### config.mk
export PLATFORM = sky130hd
export DESIGN_NAME = dps_sticky_repeat
export DESIGN_NICKNAME = d
export VERILOG_FILES = /design/src/dps_pkg.sv /design/src/dps_sticky_repeat.sv
export VERILOG_INCLUDE_DIRS = /design/src /design/src/src
export SDC_FILE = /design/constraint.sdc
export NUM_CORES = 1
export LEC_CHECK = 0
export BUFFER_PORTS_ARGS = -buffer_cell sky130_fd_sc_hd__clkbuf_2
export CAP_MARGIN = 20
export CORE_UTILIZATION = 54
export CTS_BUF_LIST = sky130_fd_sc_hd__clkbuf_2 sky130_fd_sc_hd__clkbuf_4 sky130_fd_sc_hd__clkbuf_8
export DETAILED_ROUTE_END_ITERATION = 8
export PLACE_DENSITY = 0.81
export SYNTH_ARGS = -nofsm -noshare
export SYNTH_HDL_FRONTEND = slang
export SYNTH_SLANG_ARGS = --single-unit
### constraint.sdc
create_clock -name clock -period 2.59 [get_ports clock]
set_input_delay 0.1295 -clock clock [delete_from_list [all_inputs] [get_ports clock]]
set_output_delay 0.1295 -clock clock [all_outputs]
set_load 0.1 [all_outputs]
### src/dps_consts.svh
// Offsets, field positions and reset values of the sticky/repeat block
`ifndef DPS_CONSTS_SVH
`define DPS_CONSTS_SVH
// ----------------------------------------
// Register offsets
// ----------------------------------------
`define DPS_CTRL_OFS  8'h00
`define DPS_CLR_OFS   8'h04
`define DPS_ID_OFS    8'h08
// ----------------------------------------
// Field positions
// ----------------------------------------
`define DPS_WATCH_BIT 0
`define DPS_OVF_BIT   1
`define DPS_KIND_LO   2
`define DPS_MATCH_BIT 4
`define DPS_FAULT_BIT 5
`define DPS_PAR_BIT   7
`define DPS_MASK_LO   8
`define DPS_CNT_LO    12
`define DPS_CLR_MATCH 0
`define DPS_CLR_FAULT 1
`define DPS_CLR_PAR   2
`define DPS_CLR_OVF   3
`define DPS_ID_SCAN   0
`define DPS_ID_MIN    16
// ----------------------------------------
// Reset values and bus answers
// ----------------------------------------
`define DPS_RESP_OKAY 2'h0
`define DPS_RESP_SLV  2'h2
`define DPS_ALL_LANES 4'hF
`endif

### src/dps_pkg.sv
// Types shared by the sticky/repeat block
package dps_pkg;
    // Link request lines, sampled at the link clock rising edge
    typedef struct packed {
        logic valid;
        logic write;
        logic proto_ok;
        logic parity_ok;
    } dps_link_req_t;
    // Acknowledge codes returned to the probe
    typedef enum logic [1:0] {
        RESP_OK    = 2'h0,
        RESP_WAIT  = 2'h1,
        RESP_FAULT = 2'h2
    } dps_resp_t;
    // Register select
    typedef enum logic [1:0] {
        SEL_NONE = 2'h0,
        SEL_CTRL = 2'h1,
        SEL_CLR  = 2'h2,
        SEL_ID   = 2'h3
    } dps_sel_t;
    // Access sequencer states
    typedef enum logic {
        ST_IDLE = 1'b0,
        ST_BUSY = 1'b1
    } dps_state_t;
endpackage

### src/dps_sticky_repeat.sv
// Sticky error flags, overrun watch and access repeat engine
`timescale 1ns/1ps
`default_nettype none
`include "dps_consts.svh"

module dps_sticky_repeat #(
    parameter bit MINIMAL    = 1'b0,
    parameter bit SCAN_CHAIN = 1'b0,
    parameter int CNT_W      = 12
) (
    // Clock and reset
    input  wire logic                    clock,
    input  wire logic                    reset_n,
    // Probe link
    input  wire logic                    link_clk,
    input  wire dps_pkg::dps_link_req_t  link_req,
    output logic                         link_resp_valid,
    output var dps_pkg::dps_resp_t       link_resp_code,
    // Access port side
    output logic                         ap_req,
    output logic                         ap_write,
    input  wire logic                    ap_done,
    input  wire logic                    ap_err,
    input  wire logic                    ap_match,
    // AXI4-Lite write channels
    input  wire logic [7:0]              s_awaddr,
    input  wire logic                    s_awvalid,
    output logic                         s_awready,
    input  wire logic [31:0]             s_wdata,
    input  wire logic [3:0]              s_wstrb,
    input  wire logic                    s_wvalid,
    output logic                         s_wready,
    output logic [1:0]                   s_bresp,
    output logic                         s_bvalid,
    input  wire logic                    s_bready,
    // AXI4-Lite read channels
    input  wire logic [7:0]              s_araddr,
    input  wire logic                    s_arvalid,
    output logic                         s_arready,
    output logic [31:0]                  s_rdata,
    output logic [1:0]                   s_rresp,
    output logic                         s_rvalid,
    input  wire logic                    s_rready
);

    // ----------------------------------------
    // Declarations
    // ----------------------------------------
    logic                   awready_reg, wready_reg, bvalid_reg, arready_reg;
    logic [1:0]             bresp_reg, rresp_reg, kind_reg;
    logic [31:0]            rdata_reg, rdata_next, wdata_reg;
    logic [7:0]             awaddr_reg;
    logic [3:0]             wstrb_reg, mask_reg;
    logic                   wr_fire, full_wr, ap_req_reg, ap_write_reg;
    dps_pkg::dps_sel_t      wsel, rsel;
    logic [CNT_W-1:0]       cnt_reg;
    logic                   fault_reg, ovf_reg, par_reg, match_reg;
    logic                   clr_fault, clr_ovf, clr_par, clr_match;
    logic                   fault_set, ovf_set, par_set, match_set;
    logic                   lclk_s1, lclk_s2, lclk_s3;
    dps_pkg::dps_link_req_t req_s1, req_s2;
    logic                   link_edge, txn, speak, err_pend, fwd, rvalid_reg;
    dps_pkg::dps_resp_t     resp_next, resp_code_reg;
    dps_pkg::dps_state_t    state_reg;
    logic                   busy, stop_rep, again, watch_reg, resp_valid_reg;

    // Register address decode, shared by both bus directions
    function automatic dps_pkg::dps_sel_t reg_sel(input logic [7:0] a);
        if (a == `DPS_CTRL_OFS) begin
            reg_sel = dps_pkg::SEL_CTRL;
        end else if (a == `DPS_CLR_OFS) begin
            reg_sel = dps_pkg::SEL_CLR;
        end else if (a == `DPS_ID_OFS) begin
            reg_sel = dps_pkg::SEL_ID;
        end else begin
            reg_sel = dps_pkg::SEL_NONE;
        end
    endfunction

    // ----------------------------------------
    // AXI4-Lite write path
    // ----------------------------------------
    // Address and data are taken in either order, answer follows both
    assign wr_fire = !awready_reg && !wready_reg && !bvalid_reg;
    assign wsel    = reg_sel(awaddr_reg);
    assign full_wr = wr_fire && (wstrb_reg == `DPS_ALL_LANES);

    // Write address capture
    always_ff @(posedge clock or negedge reset_n) begin
        if (!reset_n) begin
            awready_reg <= 1'b1;
            awaddr_reg  <= 8'h00;
        end else if (s_awvalid && awready_reg) begin
            awready_reg <= 1'b0;
            awaddr_reg  <= s_awaddr;
        end else if (bvalid_reg && s_bready) begin
            awready_reg <= 1'b1;
        end
    end

    // Write data capture
    always_ff @(posedge clock or negedge reset_n) begin
        if (!reset_n) begin
            wready_reg <= 1'b1;
            wdata_reg  <= 32'h0000_0000;
            wstrb_reg  <= 4'h0;
        end else if (s_wvalid && wready_reg) begin
            wready_reg <= 1'b0;
            wdata_reg  <= s_wdata;
            wstrb_reg  <= s_wstrb;
        end else if (bvalid_reg && s_bready) begin
            wready_reg <= 1'b1;
        end
    end

    // Write response, unmapped address answers SLVERR
    always_ff @(posedge clock or negedge reset_n) begin
        if (!reset_n) begin
            bvalid_reg <= 1'b0;
            bresp_reg  <= `DPS_RESP_OKAY;
        end else if (wr_fire) begin
            bvalid_reg <= 1'b1;
            bresp_reg  <= (wsel == dps_pkg::SEL_NONE) ? `DPS_RESP_SLV
                                                      : `DPS_RESP_OKAY;
        end else if (bvalid_reg && s_bready) begin
            bvalid_reg <= 1'b0;
        end
    end

    // ----------------------------------------
    // AXI4-Lite read path
    // ----------------------------------------
    assign rsel = reg_sel(s_araddr);

    // Read word assembly; minimal variant keeps four fields at zero
    always_comb begin
        rdata_next = 32'h0000_0000;
        if (rsel == dps_pkg::SEL_CTRL) begin
            rdata_next[`DPS_WATCH_BIT]          = watch_reg;
            rdata_next[`DPS_OVF_BIT]            = ovf_reg;
            rdata_next[`DPS_KIND_LO+:2]         = kind_reg;
            rdata_next[`DPS_MATCH_BIT]          = match_reg;
            rdata_next[`DPS_FAULT_BIT]          = fault_reg;
            rdata_next[`DPS_PAR_BIT]            = par_reg;
            rdata_next[`DPS_MASK_LO+:4]         = mask_reg;
            rdata_next[`DPS_CNT_LO+:CNT_W]      = cnt_reg;
        end else if (rsel == dps_pkg::SEL_ID) begin
            rdata_next[`DPS_ID_MIN]  = MINIMAL;
            rdata_next[`DPS_ID_SCAN] = SCAN_CHAIN;
        end
    end

    // Read handshake and data register
    always_ff @(posedge clock or negedge reset_n) begin
        if (!reset_n) begin
            arready_reg <= 1'b1;
            rvalid_reg  <= 1'b0;
            rresp_reg   <= `DPS_RESP_OKAY;
            rdata_reg   <= 32'h0000_0000;
        end else if (s_arvalid && arready_reg) begin
            arready_reg <= 1'b0;
            rvalid_reg  <= 1'b1;
            rdata_reg   <= rdata_next;
            rresp_reg   <= (rsel == dps_pkg::SEL_NONE) ? `DPS_RESP_SLV
                                                       : `DPS_RESP_OKAY;
        end else if (rvalid_reg && s_rready) begin
            arready_reg <= 1'b1;
            rvalid_reg  <= 1'b0;
        end
    end

    // ----------------------------------------
    // Control fields
    // ----------------------------------------
    // Watch enable, transfer kind and lane mask; kind and mask kept zero when minimal
    always_ff @(posedge clock or negedge reset_n) begin
        if (!reset_n) begin
            watch_reg <= 1'b0;
            kind_reg  <= 2'h0;
            mask_reg  <= 4'h0;
        end else if (full_wr && wsel == dps_pkg::SEL_CTRL) begin
            watch_reg <= wdata_reg[`DPS_WATCH_BIT];
            kind_reg  <= MINIMAL ? 2'h0 : wdata_reg[`DPS_KIND_LO+:2];
            mask_reg  <= MINIMAL ? 4'h0 : wdata_reg[`DPS_MASK_LO+:4];
        end
    end

    // Clear strobes; match clear is ignored in the minimal variant
    assign clr_fault = full_wr && wsel == dps_pkg::SEL_CLR
                       && wdata_reg[`DPS_CLR_FAULT];
    assign clr_ovf   = full_wr && wsel == dps_pkg::SEL_CLR
                       && wdata_reg[`DPS_CLR_OVF];
    assign clr_par   = full_wr && wsel == dps_pkg::SEL_CLR
                       && wdata_reg[`DPS_CLR_PAR];
    assign clr_match = full_wr && wsel == dps_pkg::SEL_CLR
                       && wdata_reg[`DPS_CLR_MATCH] && !MINIMAL;

    // ----------------------------------------
    // Link sampling
    // ----------------------------------------
    // Two-stage synchronisers, edge found from the second stage on
    always_ff @(posedge clock or negedge reset_n) begin
        if (!reset_n) begin
            lclk_s1 <= 1'b0;
            lclk_s2 <= 1'b0;
            lclk_s3 <= 1'b0;
            req_s1  <= '0;
            req_s2  <= '0;
        end else begin
            lclk_s1 <= link_clk;
            lclk_s2 <= lclk_s1;
            lclk_s3 <= lclk_s2;
            req_s1  <= link_req;
            req_s2  <= req_s1;
        end
    end

    assign link_edge = lclk_s2 && !lclk_s3;
    assign txn       = link_edge && req_s2.valid;
    assign busy      = (state_reg == dps_pkg::ST_BUSY);
    assign err_pend  = fault_reg | ovf_reg | par_reg | match_reg;

    // ----------------------------------------
    // Transaction triage
    // ----------------------------------------
    // Chooses the acknowledge and whether the access is forwarded
    always_comb begin
        speak     = txn && req_s2.proto_ok;
        resp_next = dps_pkg::RESP_OK;
        fwd       = 1'b0;
        par_set   = 1'b0;
        if (busy && (SCAN_CHAIN || !err_pend)) begin
            resp_next = dps_pkg::RESP_WAIT;
        end else if (err_pend) begin
            resp_next = SCAN_CHAIN ? dps_pkg::RESP_OK
                                   : dps_pkg::RESP_FAULT;
        end else if (req_s2.write && !req_s2.parity_ok) begin
            par_set = speak;
        end else begin
            fwd = speak;
        end
        ovf_set = speak && watch_reg
                  && (SCAN_CHAIN ? resp_next == dps_pkg::RESP_WAIT
                                 : resp_next != dps_pkg::RESP_OK);
    end

    // Acknowledge out; protocol errors stay silent
    always_ff @(posedge clock or negedge reset_n) begin
        if (!reset_n) begin
            resp_valid_reg <= 1'b0;
            resp_code_reg  <= dps_pkg::RESP_OK;
        end else begin
            resp_valid_reg <= speak;
            resp_code_reg  <= resp_next;
        end
    end

    // ----------------------------------------
    // Access sequencer with repeat count
    // ----------------------------------------
    assign fault_set = busy && ap_done && ap_err;
    assign match_set = busy && ap_done && ap_match && !MINIMAL;
    assign stop_rep  = (cnt_reg == '0) || ap_err || fault_reg
                       || match_reg || match_set;
    assign again     = busy && ap_done && !stop_rep;

    // Idle/busy state and access strobe
    always_ff @(posedge clock or negedge reset_n) begin
        if (!reset_n) begin
            state_reg    <= dps_pkg::ST_IDLE;
            ap_req_reg   <= 1'b0;
            ap_write_reg <= 1'b0;
        end else begin
            ap_req_reg <= 1'b0;
            case (state_reg)
                dps_pkg::ST_IDLE: begin
                    if (fwd) begin
                        state_reg    <= dps_pkg::ST_BUSY;
                        ap_req_reg   <= 1'b1;
                        ap_write_reg <= req_s2.write;
                    end
                end
                default: begin
                    if (again) begin
                        ap_req_reg <= 1'b1;
                    end else if (ap_done) begin
                        state_reg <= dps_pkg::ST_IDLE;
                    end
                end
            endcase
        end
    end

    // Repeat count: decrement after each good access with count left, loaded only by a full CTRL write
    always_ff @(posedge clock or negedge reset_n) begin
        if (!reset_n) begin
            cnt_reg <= '0;
        end else if (MINIMAL) begin
            cnt_reg <= '0;
        end else if (full_wr && wsel == dps_pkg::SEL_CTRL) begin
            cnt_reg <= wdata_reg[`DPS_CNT_LO+:CNT_W];
        end else if (again) begin
            cnt_reg <= cnt_reg - 1'b1;
        end
    end

    // ----------------------------------------
    // Sticky flags, set wins over clear
    // ----------------------------------------
    always_ff @(posedge clock or negedge reset_n) begin
        if (!reset_n) begin
            fault_reg <= 1'b0;
            ovf_reg   <= 1'b0;
            par_reg   <= 1'b0;
            match_reg <= 1'b0;
        end else begin
            fault_reg <= fault_set | (fault_reg & ~clr_fault);
            ovf_reg   <= ovf_set | (ovf_reg & ~clr_ovf);
            par_reg   <= par_set | (par_reg & ~clr_par);
            match_reg <= match_set | (match_reg & ~clr_match);
        end
    end

    // ----------------------------------------
    // Outputs
    // ----------------------------------------
    assign s_awready       = awready_reg;
    assign s_wready        = wready_reg;
    assign s_bvalid        = bvalid_reg;
    assign s_bresp         = bresp_reg;
    assign s_arready       = arready_reg;
    assign s_rvalid        = rvalid_reg;
    assign s_rresp         = rresp_reg;
    assign s_rdata         = rdata_reg;
    assign link_resp_valid = resp_valid_reg;
    assign link_resp_code  = resp_code_reg;
    assign ap_req          = ap_req_reg;
    assign ap_write        = ap_write_reg;
endmodule
`default_nettype wire

-- After elaboration in Yosys (flattened, before gate mapping)
Cells that the tools add are included.
- register bits after elaboration: 108
- input bits: 67
- output and inout port bits: 46
- logic and storage cells: 146
- $add $sub $neg: 1
- equal/unequal tests: 8
- mux-type cells: 38
- bitwise logic cells: 16
- reductions and logical operators: 48
- operator list (operator ; number):
    $logic_and A1 B1 Y1 ; 25
    $mux W12 ; 2
    $mux W1 ; 23
    $mux W2 ; 10
    $eq A8 B3 Y1 const B ; 2
    $eq A8 B4 Y1 const B ; 2
    $logic_not A8 Y1 ; 2
    $logic_not A12 Y1 ; 1
    $reduce_bool A2 Y1 ; 6
    $sub A12 B1 Y12 const B ; 1
    $mux W9 ; 1
    $logic_not A1 Y1 ; 7
    $mux W7 ; 1
    $or A1 B1 Y1 ; 7
    $mux W5 ; 1
    $not A1 Y1 ; 5
    $and A1 B1 Y1 ; 4
    $eq A2 B1 Y1 const B ; 2
    $eq A4 B4 Y1 const B ; 1
    $logic_not A2 Y1 ; 2
    $logic_or A1 B1 Y1 ; 4
    $eq A2 B2 Y1 const B ; 1
    $reduce_and A2 Y1 ; 1

-- Depth between registers and ports, before layout
Gate-level depths: netlist (run 1).
- depth in word-level cells: 10
- mapped depth: 7

-- Least setup slack after synthesis (run 1)
OpenSTA, ideal clock, no wires.
- path kind: reg2reg
- start: reg bvalid_reg, in the netlist s_bvalid
- end: reg cnt_reg[7]
- library setup time: 0.125 ns
- data arrival time: 2.124 ns
- required time: 2.465 ns
- setup slack: 0.341 ns
- cell stages (with the launch flop): 6
- path buffers: 1
- clock period less this slack: 2.249 ns
- cell sequence: dfrtp_1 > nor4b_1 > nand4_1 > nor2_1 > buf_2 > mux2_2
- cells in the longest elaborated chain, start to end: 5
- RTL lines (what ; RTL line ; text):
    from (decl) ; dps_sticky_repeat.sv:49 ; logic awready_reg, wready_reg, bvalid_reg, arready_reg;
    from (signal assigned) ; dps_sticky_repeat.sv:119 ; bvalid_reg <= 1'b0;
    from (signal assigned) ; dps_sticky_repeat.sv:122 ; bvalid_reg <= 1'b1;
    from (signal assigned) ; dps_sticky_repeat.sv:126 ; bvalid_reg <= 1'b0;
    $logic_not A1 Y1 (*) ; dps_sticky_repeat.sv:84 ; assign wr_fire = !awready_reg && !wready_reg && !bvalid_reg;
    $logic_and A1 B1 Y1 (*) ; dps_sticky_repeat.sv:84 ;
    $logic_and A1 B1 Y1 (*) ; dps_sticky_repeat.sv:86 ; assign full_wr = wr_fire && (wstrb_reg == `DPS_ALL_LANES);
    $logic_and A1 B1 Y1 (*) ; dps_sticky_repeat.sv:300 ; end else if (full_wr && wsel == dps_pkg::SEL_CTRL) begin
    $mux W12 / $reduce_bool A2 Y1 (equally long branches) ; n/a ;
    to (signal assigned) ; dps_sticky_repeat.sv:301 ; cnt_reg <= wdata_reg[`DPS_CNT_LO+:CNT_W];
    to (signal assigned) ; dps_sticky_repeat.sv:303 ; cnt_reg <= cnt_reg - 1'b1;
    to (decl) ; dps_sticky_repeat.sv:56 ; logic [CNT_W-1:0] cnt_reg;
Every way passes the cells marked *; elsewhere a longest branch is shown, timed or not.
A chain may end at the register's enable or synchronous reset.

-- Worst setup path after layout (run 1)
- start: reg cnt_reg[2]
- end: reg cnt_reg[7]
- cells in the longest elaborated chain, start to end: 8
- RTL lines (what):
    branches (longest 8 deep; another with $sub A12 B1 Y12)
Several ways; the timed one is not identified. The select of a mux whose other input is x is not followed.

==> flow_summary.toml, run 1 <==
[timing]
worst_slack_ns = 0.4390
setup_violations = 0
layout_worst_path_cycle_share_pct = 83.05
drv_slew = 0
fin_hold_ws_ns = 0.01119
worst_pin_slew_ns = 0.7636
hold_viol_final = 0
slew_headroom_pct = 48.62
fin_setup_tns_ns = 0
rsz0062_at_grt = "no"
finalClockSkew_ns = 0.01119
fmaxAchievable_mhz = 464.9
fin_crit_ns = 2.151

[logic_synthesis]
synth_xor_area_share_pct = 0
synthCells = 315
avgSynthCellArea_um2 = 13.24
yosys.area_share.simple_pct = 9.418
ys_seq_area_share_pct = 61.28
netlist_area_um2 = 4172
yosysWarnings = 0
synth_compound_area_share_pct = 12.03
synthArstFlopShare_pct = 100.0
ys.flop_type = "dfrtp_1"
synth_edf_count = 0
synth_top_family_by_area = "multiplexers"
synth.distinct_cells = 49
muxShareOfSynthArea_pct = 12.57
ys_seq_elements = 102
synth_fa_ha_area_share_pct = 0.5999

[cells_and_area]
drive_gt1_share_pct = 36.42
fin_util_pct = 72.22
nets = 517
fin_area_um2 = 5323
largest_register_ffs = 23
nFillCells = 528
multi_input_area_um2 = 1491
regArea_um2 = 2556
n_antenna_cell = 0
syn_to_final_growth_pct = 27.59
fin_cells = 552

[worst_setup_path]
rrSetupSlack_ns = 0.44
endpoint_kind = "register"
crit_family = "simple AND/OR/NAND/NOR gates"
slowest_stage = "or4_4"
crit_fanout = 9
path_cells = "or4_4 -> nor4_1 -> mux2_2 -> mux2_2"
worst-r2r-cell-count = 4
start_kind = "register"
critical_path_class = "reg2reg"
cpMostUsedCell = "mux2_2"
arrival_ns = 2.39
cp.required_ns = 2.83
rr_startpoint = "cnt_reg[2]"
worst_r2r_endpoint = "cnt_reg[7]"
critPathBufInv = 0
critPathMaxStageDelay_ns = 0.58

[global_routing]
grt_antenna_before_repair = 0
first_global_vias = 3101
grt_first_pass_wirelength_um = 14900
gr-total-overflow = 0
grt.total_usage_pct = 23.67
grt_max_degree = 54

[hold_path]
min_delay_path_depth = 2
worstHoldEndpoint = "awaddr_reg[5]"
hp-start = "s_awaddr[5]"
hp-class = "in2reg"

[drt]
detail-route-antenna-nets = 0
first_pass_iters = 4
vias_per_cell = 5.629
routed_wl_um = 8875
wl_per_cell_um = 16.08
via_count = 3107
drt_iter0_drc = 169
drc = 0

[placed_design]
hpwl_um = 5971
dpl_cell_area_um2 = 4706
place_ws_ns = 0.4749
numPortBuffers = 89
gp_congestion = 0.8459
post-place-cells = 497

[floorplanning]
design.die.area_um2 = 8080
ios = 113
die_w_um = 89.89
chipHeight_um = 89.89
start_util_pct = 56.60
core_um2 = 7370
row_count = 31

[cts]
cts.sinks = 102
root_buffer = "clkbuf_8"
cts_tree = "done"
numCtsBuffers = 9
htree_levels = 3
clock_latency_ns = 0.36
clock_path_buffers = 2
cts_resized = 0
clkTransAtPathRegs_ns = 0.10

[outcome]
status = "finished, final reports clean"

[pwr]
p_per_area_nw_per_um2 = 860.1
p_leak_nw = 2.515
peakVddDrop_v = 0.0005037
design_power_total_mw = 4.578

[flow_run]
cap_violations = 0
==> Yosys cell counts (2+ instances only) <==
cell        n  area (µm²)
a32oi_1     2       17.52
mux2_2     43       484.2
nor4_1      7       43.79
nand2b_1    2       12.51
or3_1       2       12.51
ha_1        2       25.02
buf_2       2       10.01
and4b_1     2       20.02
o32a_1      4       40.04
buf_4      11       82.58
a2bb2oi_1   2       17.52
nor3_1     10       50.05
nand4_1     2       12.51
nor2_1     10       37.54
or4_1       2       15.01
nor4b_1     2       17.52
dfrtp_1    99        2477
inv_1       7       26.28
a21o_1      3       22.52
clkbuf_1    9       33.78
a21oi_1    11       55.05
or4_4       2       22.52
mux2i_1     4       40.04
a22o_1     22       192.7
o21ai_0     7       35.03
nand2_1     9       33.78
o31ai_1     4       30.03
dfstp_2     3       78.83
nor3b_1     2       15.01
nand3_1     6       30.03
a32o_1      4       40.04
==> worst max-delay path by stage <==
stage                            end  cells past startpoint  startpoint  slack, ns
final                     cnt_reg[7]                      4  cnt_reg[2]       0.44
after global routing      cnt_reg[7]                      4  cnt_reg[2]       0.37
after CTS                 cnt_reg[7]                      4  cnt_reg[2]       0.46
after detailed placement  cnt_reg[7]                      4  cnt_reg[2]       0.47
after global placement    cnt_reg[7]                      4  cnt_reg[2]       0.51
after floorplan           cnt_reg[7]                      5    s_bvalid       0.34
==> logic make-up after synthesis <==
logic type	Yosys count
buf+inv	31
fa+ha+maj	2
mux	47
other cells	1
compound gates	65
flops	102
simple gates	67
==> power breakdown <==
part / total, mW / internal [mW] / switching, mW
logic: 1.23 / 0.455 / 0.774
registers: 2.24 / 1.96 / 0.287
clock network: 1.10 / 0.584 / 0.521
==> cells in the final DEF, fill, tap and decap left out, types with 3 or more instances in the layout <==
cell type	n
dfrtp_1	99
clkbuf_2	88
mux2_2	43
dlygate4sd3_1	39
a22o_1	22
a21oi_1	11
conb_1	11
nor2_1	10
nor3_1	10
clkbuf_8	10
nand2_1	9
buf_4	9
inv_1	7
o21ai_0	7
nor4_1	6
nand3_1	6
a32o_1	4
mux2i_1	4
o31ai_1	4
o32a_1	4
a21o_1	3
dfstp_2	3
==> what timing repair did <==
action,4_1_cts,5_1_grt
setup buffers,0,0
hold buffers,39,0
hold endpoints to repair,85,0
==> layer usage <==
metal	routed length, µm	global-route usage [%]	vias up	part of all wire [%]
met3	451	3.469	12	5.1
met4	168	9.543	0	1.9
met2	4459	39.42	124	50
met1	3794	31.53	1549	43
met5	0	0	-	0
li1	-	-	1422	-
==> layout make-up <==
class / instances / share of cell area (%)
Sequential cell: 102 / 48.03
Inverter: 7 / 0.4937
Clock inverter: 5 / 1.528
Multi-Input combinational cell: 192 / 28.02
Tap cell: 99 / 2.327
Timing Repair Buffer: 136 / 16.88
Clock buffer: 11 / 2.727
Note: power is estimated with default switching activity, not from simulation.
==> run 2, diff against run 1 <==
- ABC_AREA: not set -> 1
- CORE_UTILIZATION: 54 -> 55
- clock period: 2.59 -> 2.25 ns (I/O delays scaled with it)
==> run 2 against run 1 <==
  * Synthesized cell count up 51%
  * Utilization down 1.1 points
  * Setup slack lost 0.048 ns
  * Cell area is 4.3% higher
  * Synthesized area up 7.6%
  * Global-route usage rose by 0.096 points
  * Largest power group unchanged
==> flow_summary.toml, run 2 <==
[logic_synthesis]
synth.distinct_cells = 30
yosysWarnings = 0
ys_seq_elements = 102
yosysMostFrequentCell = "nand2_1"
synthArstFlopShare_pct = 100.0
synthCells = 475
synthTopCellsByArea = "dfrtp_1 55%, nand2_1 11%, mux2_2 5.8%"
synth_common_cells = "136 x nand2_1, 99 x dfrtp_1, 46 x nand3_1"
ys.flop_type = "dfrtp_1"
netlist_area_um2 = 4491
ys_seq_area_share_pct = 56.92
yosys.area.top_type = "dfrtp_1"
synth_edf_count = 0
avgSynthCellArea_um2 = 9.454
netlist.area_leader.share_pct = 55.17

[cells_and_area]
final_common_cell = "nand2_1"
largest_register_ffs = 23
most-common-layout-cells = "136 x nand2_1, 99 x dfrtp_1, 88 x clkbuf_2"
nets = 669
multi_input_area_um2 = 1649
drive_gt1_share_pct = 26.28
nFillCells = 616
regArea_um2 = 2556
syn_to_final_growth_pct = 23.66
fin_area_um2 = 5553
n_antenna_cell = 0

[global_routing]
grt_antenna_before_repair = 0
grt.total_usage_pct = 23.77
grt_first_pass_wirelength_um = 15750
first_global_vias = 3392
grt_max_degree = 50
gr-total-overflow = 0

[drt]
via_count = 3530
first_pass_iters = 4
drc = 0
routed_wl_um = 9306
wl_per_cell_um = 13.16
drt_iter0_drc = 203
vias_per_cell = 4.993
detail-route-antenna-nets = 0

[hold_path]
hp-class = "in2reg"

[floorplanning]
core_um2 = 7807
start_util_pct = 57.52
ios = 113
chipHeight_um = 92.36
design.die.area_um2 = 8530
row_count = 32
die_w_um = 92.36

[worst_setup_path]
endpoint_kind = "register"
worst-r2r-cell-count = 8
arrival_ns = 2.12
crit_fanout = 26
cpMostUsedCell = "nand2_1"
slowest_stage = "dfstp_2"
startpoint = "s_wready"
rrSetupSlack_ns = 0.39
critPathMaxStageDelay_ns = 0.40
start_kind = "register"
worst_r2r_endpoint = "cnt_reg[6]"
cp.required_ns = 2.51
path_cells = "nor2_1 -> nand2_1 -> nor2_4 -> nand2_4 -> nand2_2 -> inv_1 -> nand2_1 -> nand2_1"
critPathCapture = "cnt_reg[6]"
rr_startpoint = "s_wready"
critical_path_class = "reg2reg"

[cts]
clock_path_buffers = 2
cts_resized = 0
cts_tree = "done"
cts_hold_buf = 34
root_buffer = "clkbuf_8"
post_cts_buffers = 0
clkTransAtPathRegs_ns = 0.09
clock_latency_ns = 0.36
htree_levels = 3
numCtsBuffers = 9
cts.sinks = 102

[timing]
drv_slew = 0
hold_viol_final = 0
layout_worst_path_cycle_share_pct = 82.61
slew_headroom_pct = 52.66
worst_pin_slew_ns = 0.7093
fmaxAchievable_mhz = 538.0
fin_crit_ns = 1.859
finalClockSkew_ns = 0.01133
rsz0062_at_grt = "no"
setup_violations = 0
fin_setup_tns_ns = 0

[pwr]
swShare_pct = 35.20
p_leak_nw = 2.902
power_frac_comb_pct = 27.8
p_sw_mw = 1.800
p_per_area_nw_per_um2 = 921.1
p_int_mw = 3.315
peakVddDrop_v = 0.001042
seq_power_share_pct = 47.3
clockPowerShare_pct = 24.9

[placed_design]
gp_congestion = 0.8169
numPortBuffers = 89
hpwl_um = 6343
dpl_cell_area_um2 = 4985

[outcome]
status = "finished, final reports clean"

[flow_run]
cap_violations = 0
run 2: changes by cell type in the layout (fill, tap and decap cells not counted), moves of 10 or more:
cell	before	now
a22o_1	22	0
inv_1	7	39
nor3_1	10	0
nand2_1	9	136
nand3_1	6	46
mux2_2	43	23
nor2_1	10	36
run 2: worst min-delay path by stage:
stage	from	endpoint	slack, ns	depth (start not counted)
after global routing	s_wdata[20]	wdata_reg[20]	0.002	2
after floorplan	reset_n	ap_req	-0.18	0
after CTS	s_wdata[20]	wdata_reg[20]	0.002	2
after global placement	reset_n	req_s1[2]	0.15	1
after detailed placement	reset_n	req_s1[0]	0.16	1
final	s_wdata[20]	wdata_reg[20]	0.007	2
run 2: logic make-up after synthesis:
group,Yosys count,share of synthesized area [%]
buf+inv,64,7.189
flops,102,56.92
mux,23,5.768
fa+ha+maj,2,0.5572
other cells,1,0.08351
xor+xnor,3,0.5852
simple gates,241,24.18
compound gates,39,4.709
run 2: metrics by stage:
| step | worst slack [ns] | std cells | hold WS [ns] | total power [mW] | util (%) |
|---|---|---|---|---|---|
| after floorplan | 0.4487 | 485 | -0.1831 | 3.525 | - |
| after global placement | 0.4915 | 657 | 0.1538 | 3.750 | 63.85 |
| after detailed placement | 0.4412 | 657 | 0.1579 | 3.820 | 63.85 |
| after CTS | 0.3960 | 707 | 0.001742 | 5.135 | 71.12 |
| after global routing | 0.2300 | 707 | 0.002396 | 5.375 | 71.12 |
| final | 0.3913 | 707 | 0.007387 | 5.115 | 71.12 |
run 2: final cells by class:
type / count / area share (%)
clock buffers: 11 / 2.614
multi-input cells: 319 / 29.70
inverters: 39 / 2.636
clock inverters: 5 / 1.487
flip-flops and latches: 102 / 46.03
repair buffers: 129 / 15.23
well taps: 102 / 2.298
run 2: metal layers:
metal  wire, µm  up-vias  GRT usage, %
met5          0        -             0
met4        138        0         9.505
met3        451       12         3.612
met2       4558      121         39.14
met1       4158     1654         31.75
li1           -     1743             -
run 2: power groups by stage:
stage          Clock [mW]  Sequential (mW)  Combinational (mW)
3_5_place_dp            0             2.45                1.37
4_1_cts              1.30             2.41                1.42
5_1_grt              1.38             2.46                1.54
2_1_floorplan           0             2.81               0.717
6_report             1.27             2.42                1.42
3_3_place_gp            0             2.42                1.33
run 2: worst max-delay path: cells and delay by family (launching register included):
| kind | cells | cell delay (ns) |
|---|---|---|
| simple gates | 7 | 1.22 |
| buf+inv | 1 | 0.12 |
| flops | 1 | 0.40 |
==> run 3, diff against run 2 <==
- ABC_AREA: 1 -> 0
- CORE_UTILIZATION: 55 -> 49
- PLACE_DENSITY: 0.81 -> 0.77
- clock period: 2.25 -> 1.56 ns (I/O delays scaled with it)
==> run 3 against run 2 <==
  * The flow now finishes with violations (negative setup slack)
  * Cell area up 10%
  * Worst hold slack better by 0.023 ns
  * Via count down 5.6%
  * Maximum frequency down 6.2%
  * First-iteration DRC count down 32%
  * Global-route usage up 1.4 points
  * Register-to-register slack worse by 0.81 ns
  * Non-clock buffer count up 58
  * Highest routed layer unchanged
  * Flip-flop and latch count unchanged
  * Utilization up 3.3 points
==> flow_summary.toml, run 3 (synthesized netlist as in run 1, its figures left out) <==
[global_routing]
gr-total-overflow = 0
grt_max_degree = 44
grt.total_usage_pct = 25.18
first_global_vias = 3298
grt_first_pass_wirelength_um = 16390
grt_antenna_before_repair = 0

[placed_design]
post-place-cells = 539
dpl_cell_area_um2 = 5156
hpwl_um = 6784
gp_congestion = 0.8247
place_ws_ns = -0.4124
numPortBuffers = 89

[worst_setup_path]
start_kind = "register"
rrSetupSlack_ns = -0.42
slowest_stage = "or4_4"
critPathBufInv = 0
cp.required_ns = 1.86
arrival_ns = 2.28
cpMostUsedCell = "or4_4"
crit_family = "simple AND/OR/NAND/NOR gates"
endpoint_kind = "register"
worst-r2r-cell-count = 4
critical_path_class = "reg2reg"
critPathMaxStageDelay_ns = 0.59
worst_r2r_endpoint = "cnt_reg[10]"
path_cells = "or4_4 -> or4_4 -> o32a_1 -> a21oi_2"
crit_fanout = 4
rr_startpoint = "cnt_reg[5]"

[floorplanning]
die_w_um = 94.27
chipHeight_um = 94.27
row_count = 33
design.die.area_um2 = 8886
core_um2 = 8217
ios = 113
start_util_pct = 50.77

[drt]
vias_per_cell = 5.471
via_count = 3332
drc = 0
wl_met3_um = 451
highest_layer = "met4"
first_pass_iters = 4
routed_wl_um = 10730
detail-route-antenna-nets = 0
wl_per_cell_um = 17.62
drt-met1-wl_um = 4536
drt_iter0_drc = 139
dr_wl_met2_um = 5577

[timing]
fin_crit_ns = 1.981
worst_slack_ns = -0.4206
layout_worst_path_cycle_share_pct = 127.0
setup_violations = 25
rsz0062_at_grt = "yes"
finalClockSkew_ns = 0.01104
hold_viol_final = 0
fin_setup_tns_ns = -4.761
worst_pin_slew_ns = 0.5525
fmaxAchievable_mhz = 504.9
fin_hold_ws_ns = 0.02998
drv_slew = 0
slew_headroom_pct = 63.33

[outcome]
status = "finished with violations"
violations = "negative setup slack"

[pwr]
p_leak_nw = 2.861
clockPowerShare_pct = 21.0
seq_power_share_pct = 45.6
p_int_mw = 5.150
p_sw_mw = 2.913
p_per_area_nw_per_um2 = 1318
peakVddDrop_v = 0.001487
power_frac_comb_pct = 33.3
swShare_pct = 36.13

[hold_path]
worstHoldEndpoint = "busy"
min_delay_path_depth = 3
hp-start = "ap_done"
hp-class = "in2reg"

[cts]
numCtsBuffers = 9
htree_levels = 3
cts.sinks = 102
root_buffer = "clkbuf_8"
clkTransAtPathRegs_ns = 0.10
clock_path_buffers = 2
clock_latency_ns = 0.37
cts_tree = "done"

[cells_and_area]
n_antenna_cell = 0
fin_area_um2 = 6117
nets = 568
syn_to_final_growth_pct = 46.64
drive_gt1_share_pct = 48.81
nFillCells = 550
final_common_cell = "dfrtp_1"
fin_cells = 609
most-common-layout-cells = "98 x dfrtp_1, 85 x clkbuf_2, 44 x dlygate4sd3_1"
largest_register_ffs = 23

[flow_run]
cap_violations = 0
run 3: cell types whose count changed in the layout (fill, tap and decap cells not counted), sizes merged, moves of 20 or more:
cell	change
a22o	+23
nand3	-44
nand2	-131
buf	+51
inv	-31
nor2	-33
mux2	+20
run 3: final cells by class:
class / count / area, µm² / share of cell area [%]
Timing Repair Buffer: 187 / 1410 / 23.05
Multi-Input combinational cell: 192 / 1769 / 28.92
Clock inverter: 6 / 72.57 / 1.186
Tap cell: 105 / 131.4 / 2.148
Clock buffer: 10 / 131.4 / 2.148
Sequential cell: 102 / 2571 / 42.03
Inverter: 7 / 31.28 / 0.5114
run 3: power groups by stage:
stage | logic [mW] | clock network [mW] | registers, mW
detailed placement | 2.35 | 0 | 3.69
floorplan | 1.02 | 0 | 4.28
finish | 2.69 | 1.69 | 3.68
global placement | 2.28 | 0 | 3.65
global route | 2.84 | 1.84 | 3.75
CTS | 2.56 | 1.73 | 3.66
run 3: timing repair:
item	in CTS	in global routing
setup buffers	7	4
pin swaps	17	21
setup endpoints to repair	26	26
resized for setup	29	22
hold buffers	44	0
gates cloned	0	0
hold endpoints to repair	143	0
run 3: worst max-delay path by stage:
stage | start | endpoint | depth (start not counted)
final | cnt_reg[5] | cnt_reg[10] | 4
after global routing | cnt_reg[5] | cnt_reg[10] | 4
after detailed placement | cnt_reg[1] | cnt_reg[7] | 4
after CTS | cnt_reg[3] | cnt_reg[10] | 4
after floorplan | cnt_reg[2] | cnt_reg[10] | 5
after global placement | cnt_reg[1] | cnt_reg[7] | 4
run 3: worst reg2reg max path, cell delays in order, from the launching register on:
cell and delay [ns]:
dfrtp_1 0.40, or4_4 0.59, or4_4 0.48, o32a_1 0.32, a21oi_2 0.14
run 3: routing by layer:
layer,vias up,global-route usage (%)
li1,1530,-
met1,1676,31.64
met2,113,43.30
met3,13,4.854
met4,0,8.590
met5,-,0
run 3: through the flow:
stage          total power, mW  util (%)
6_report                 8.063     74.45
4_1_cts                  7.959     72.99
5_1_grt                  8.428     74.45
2_1_floorplan            5.298         -
3_5_place_dp             6.033     62.75
3_3_place_gp             5.934     62.75
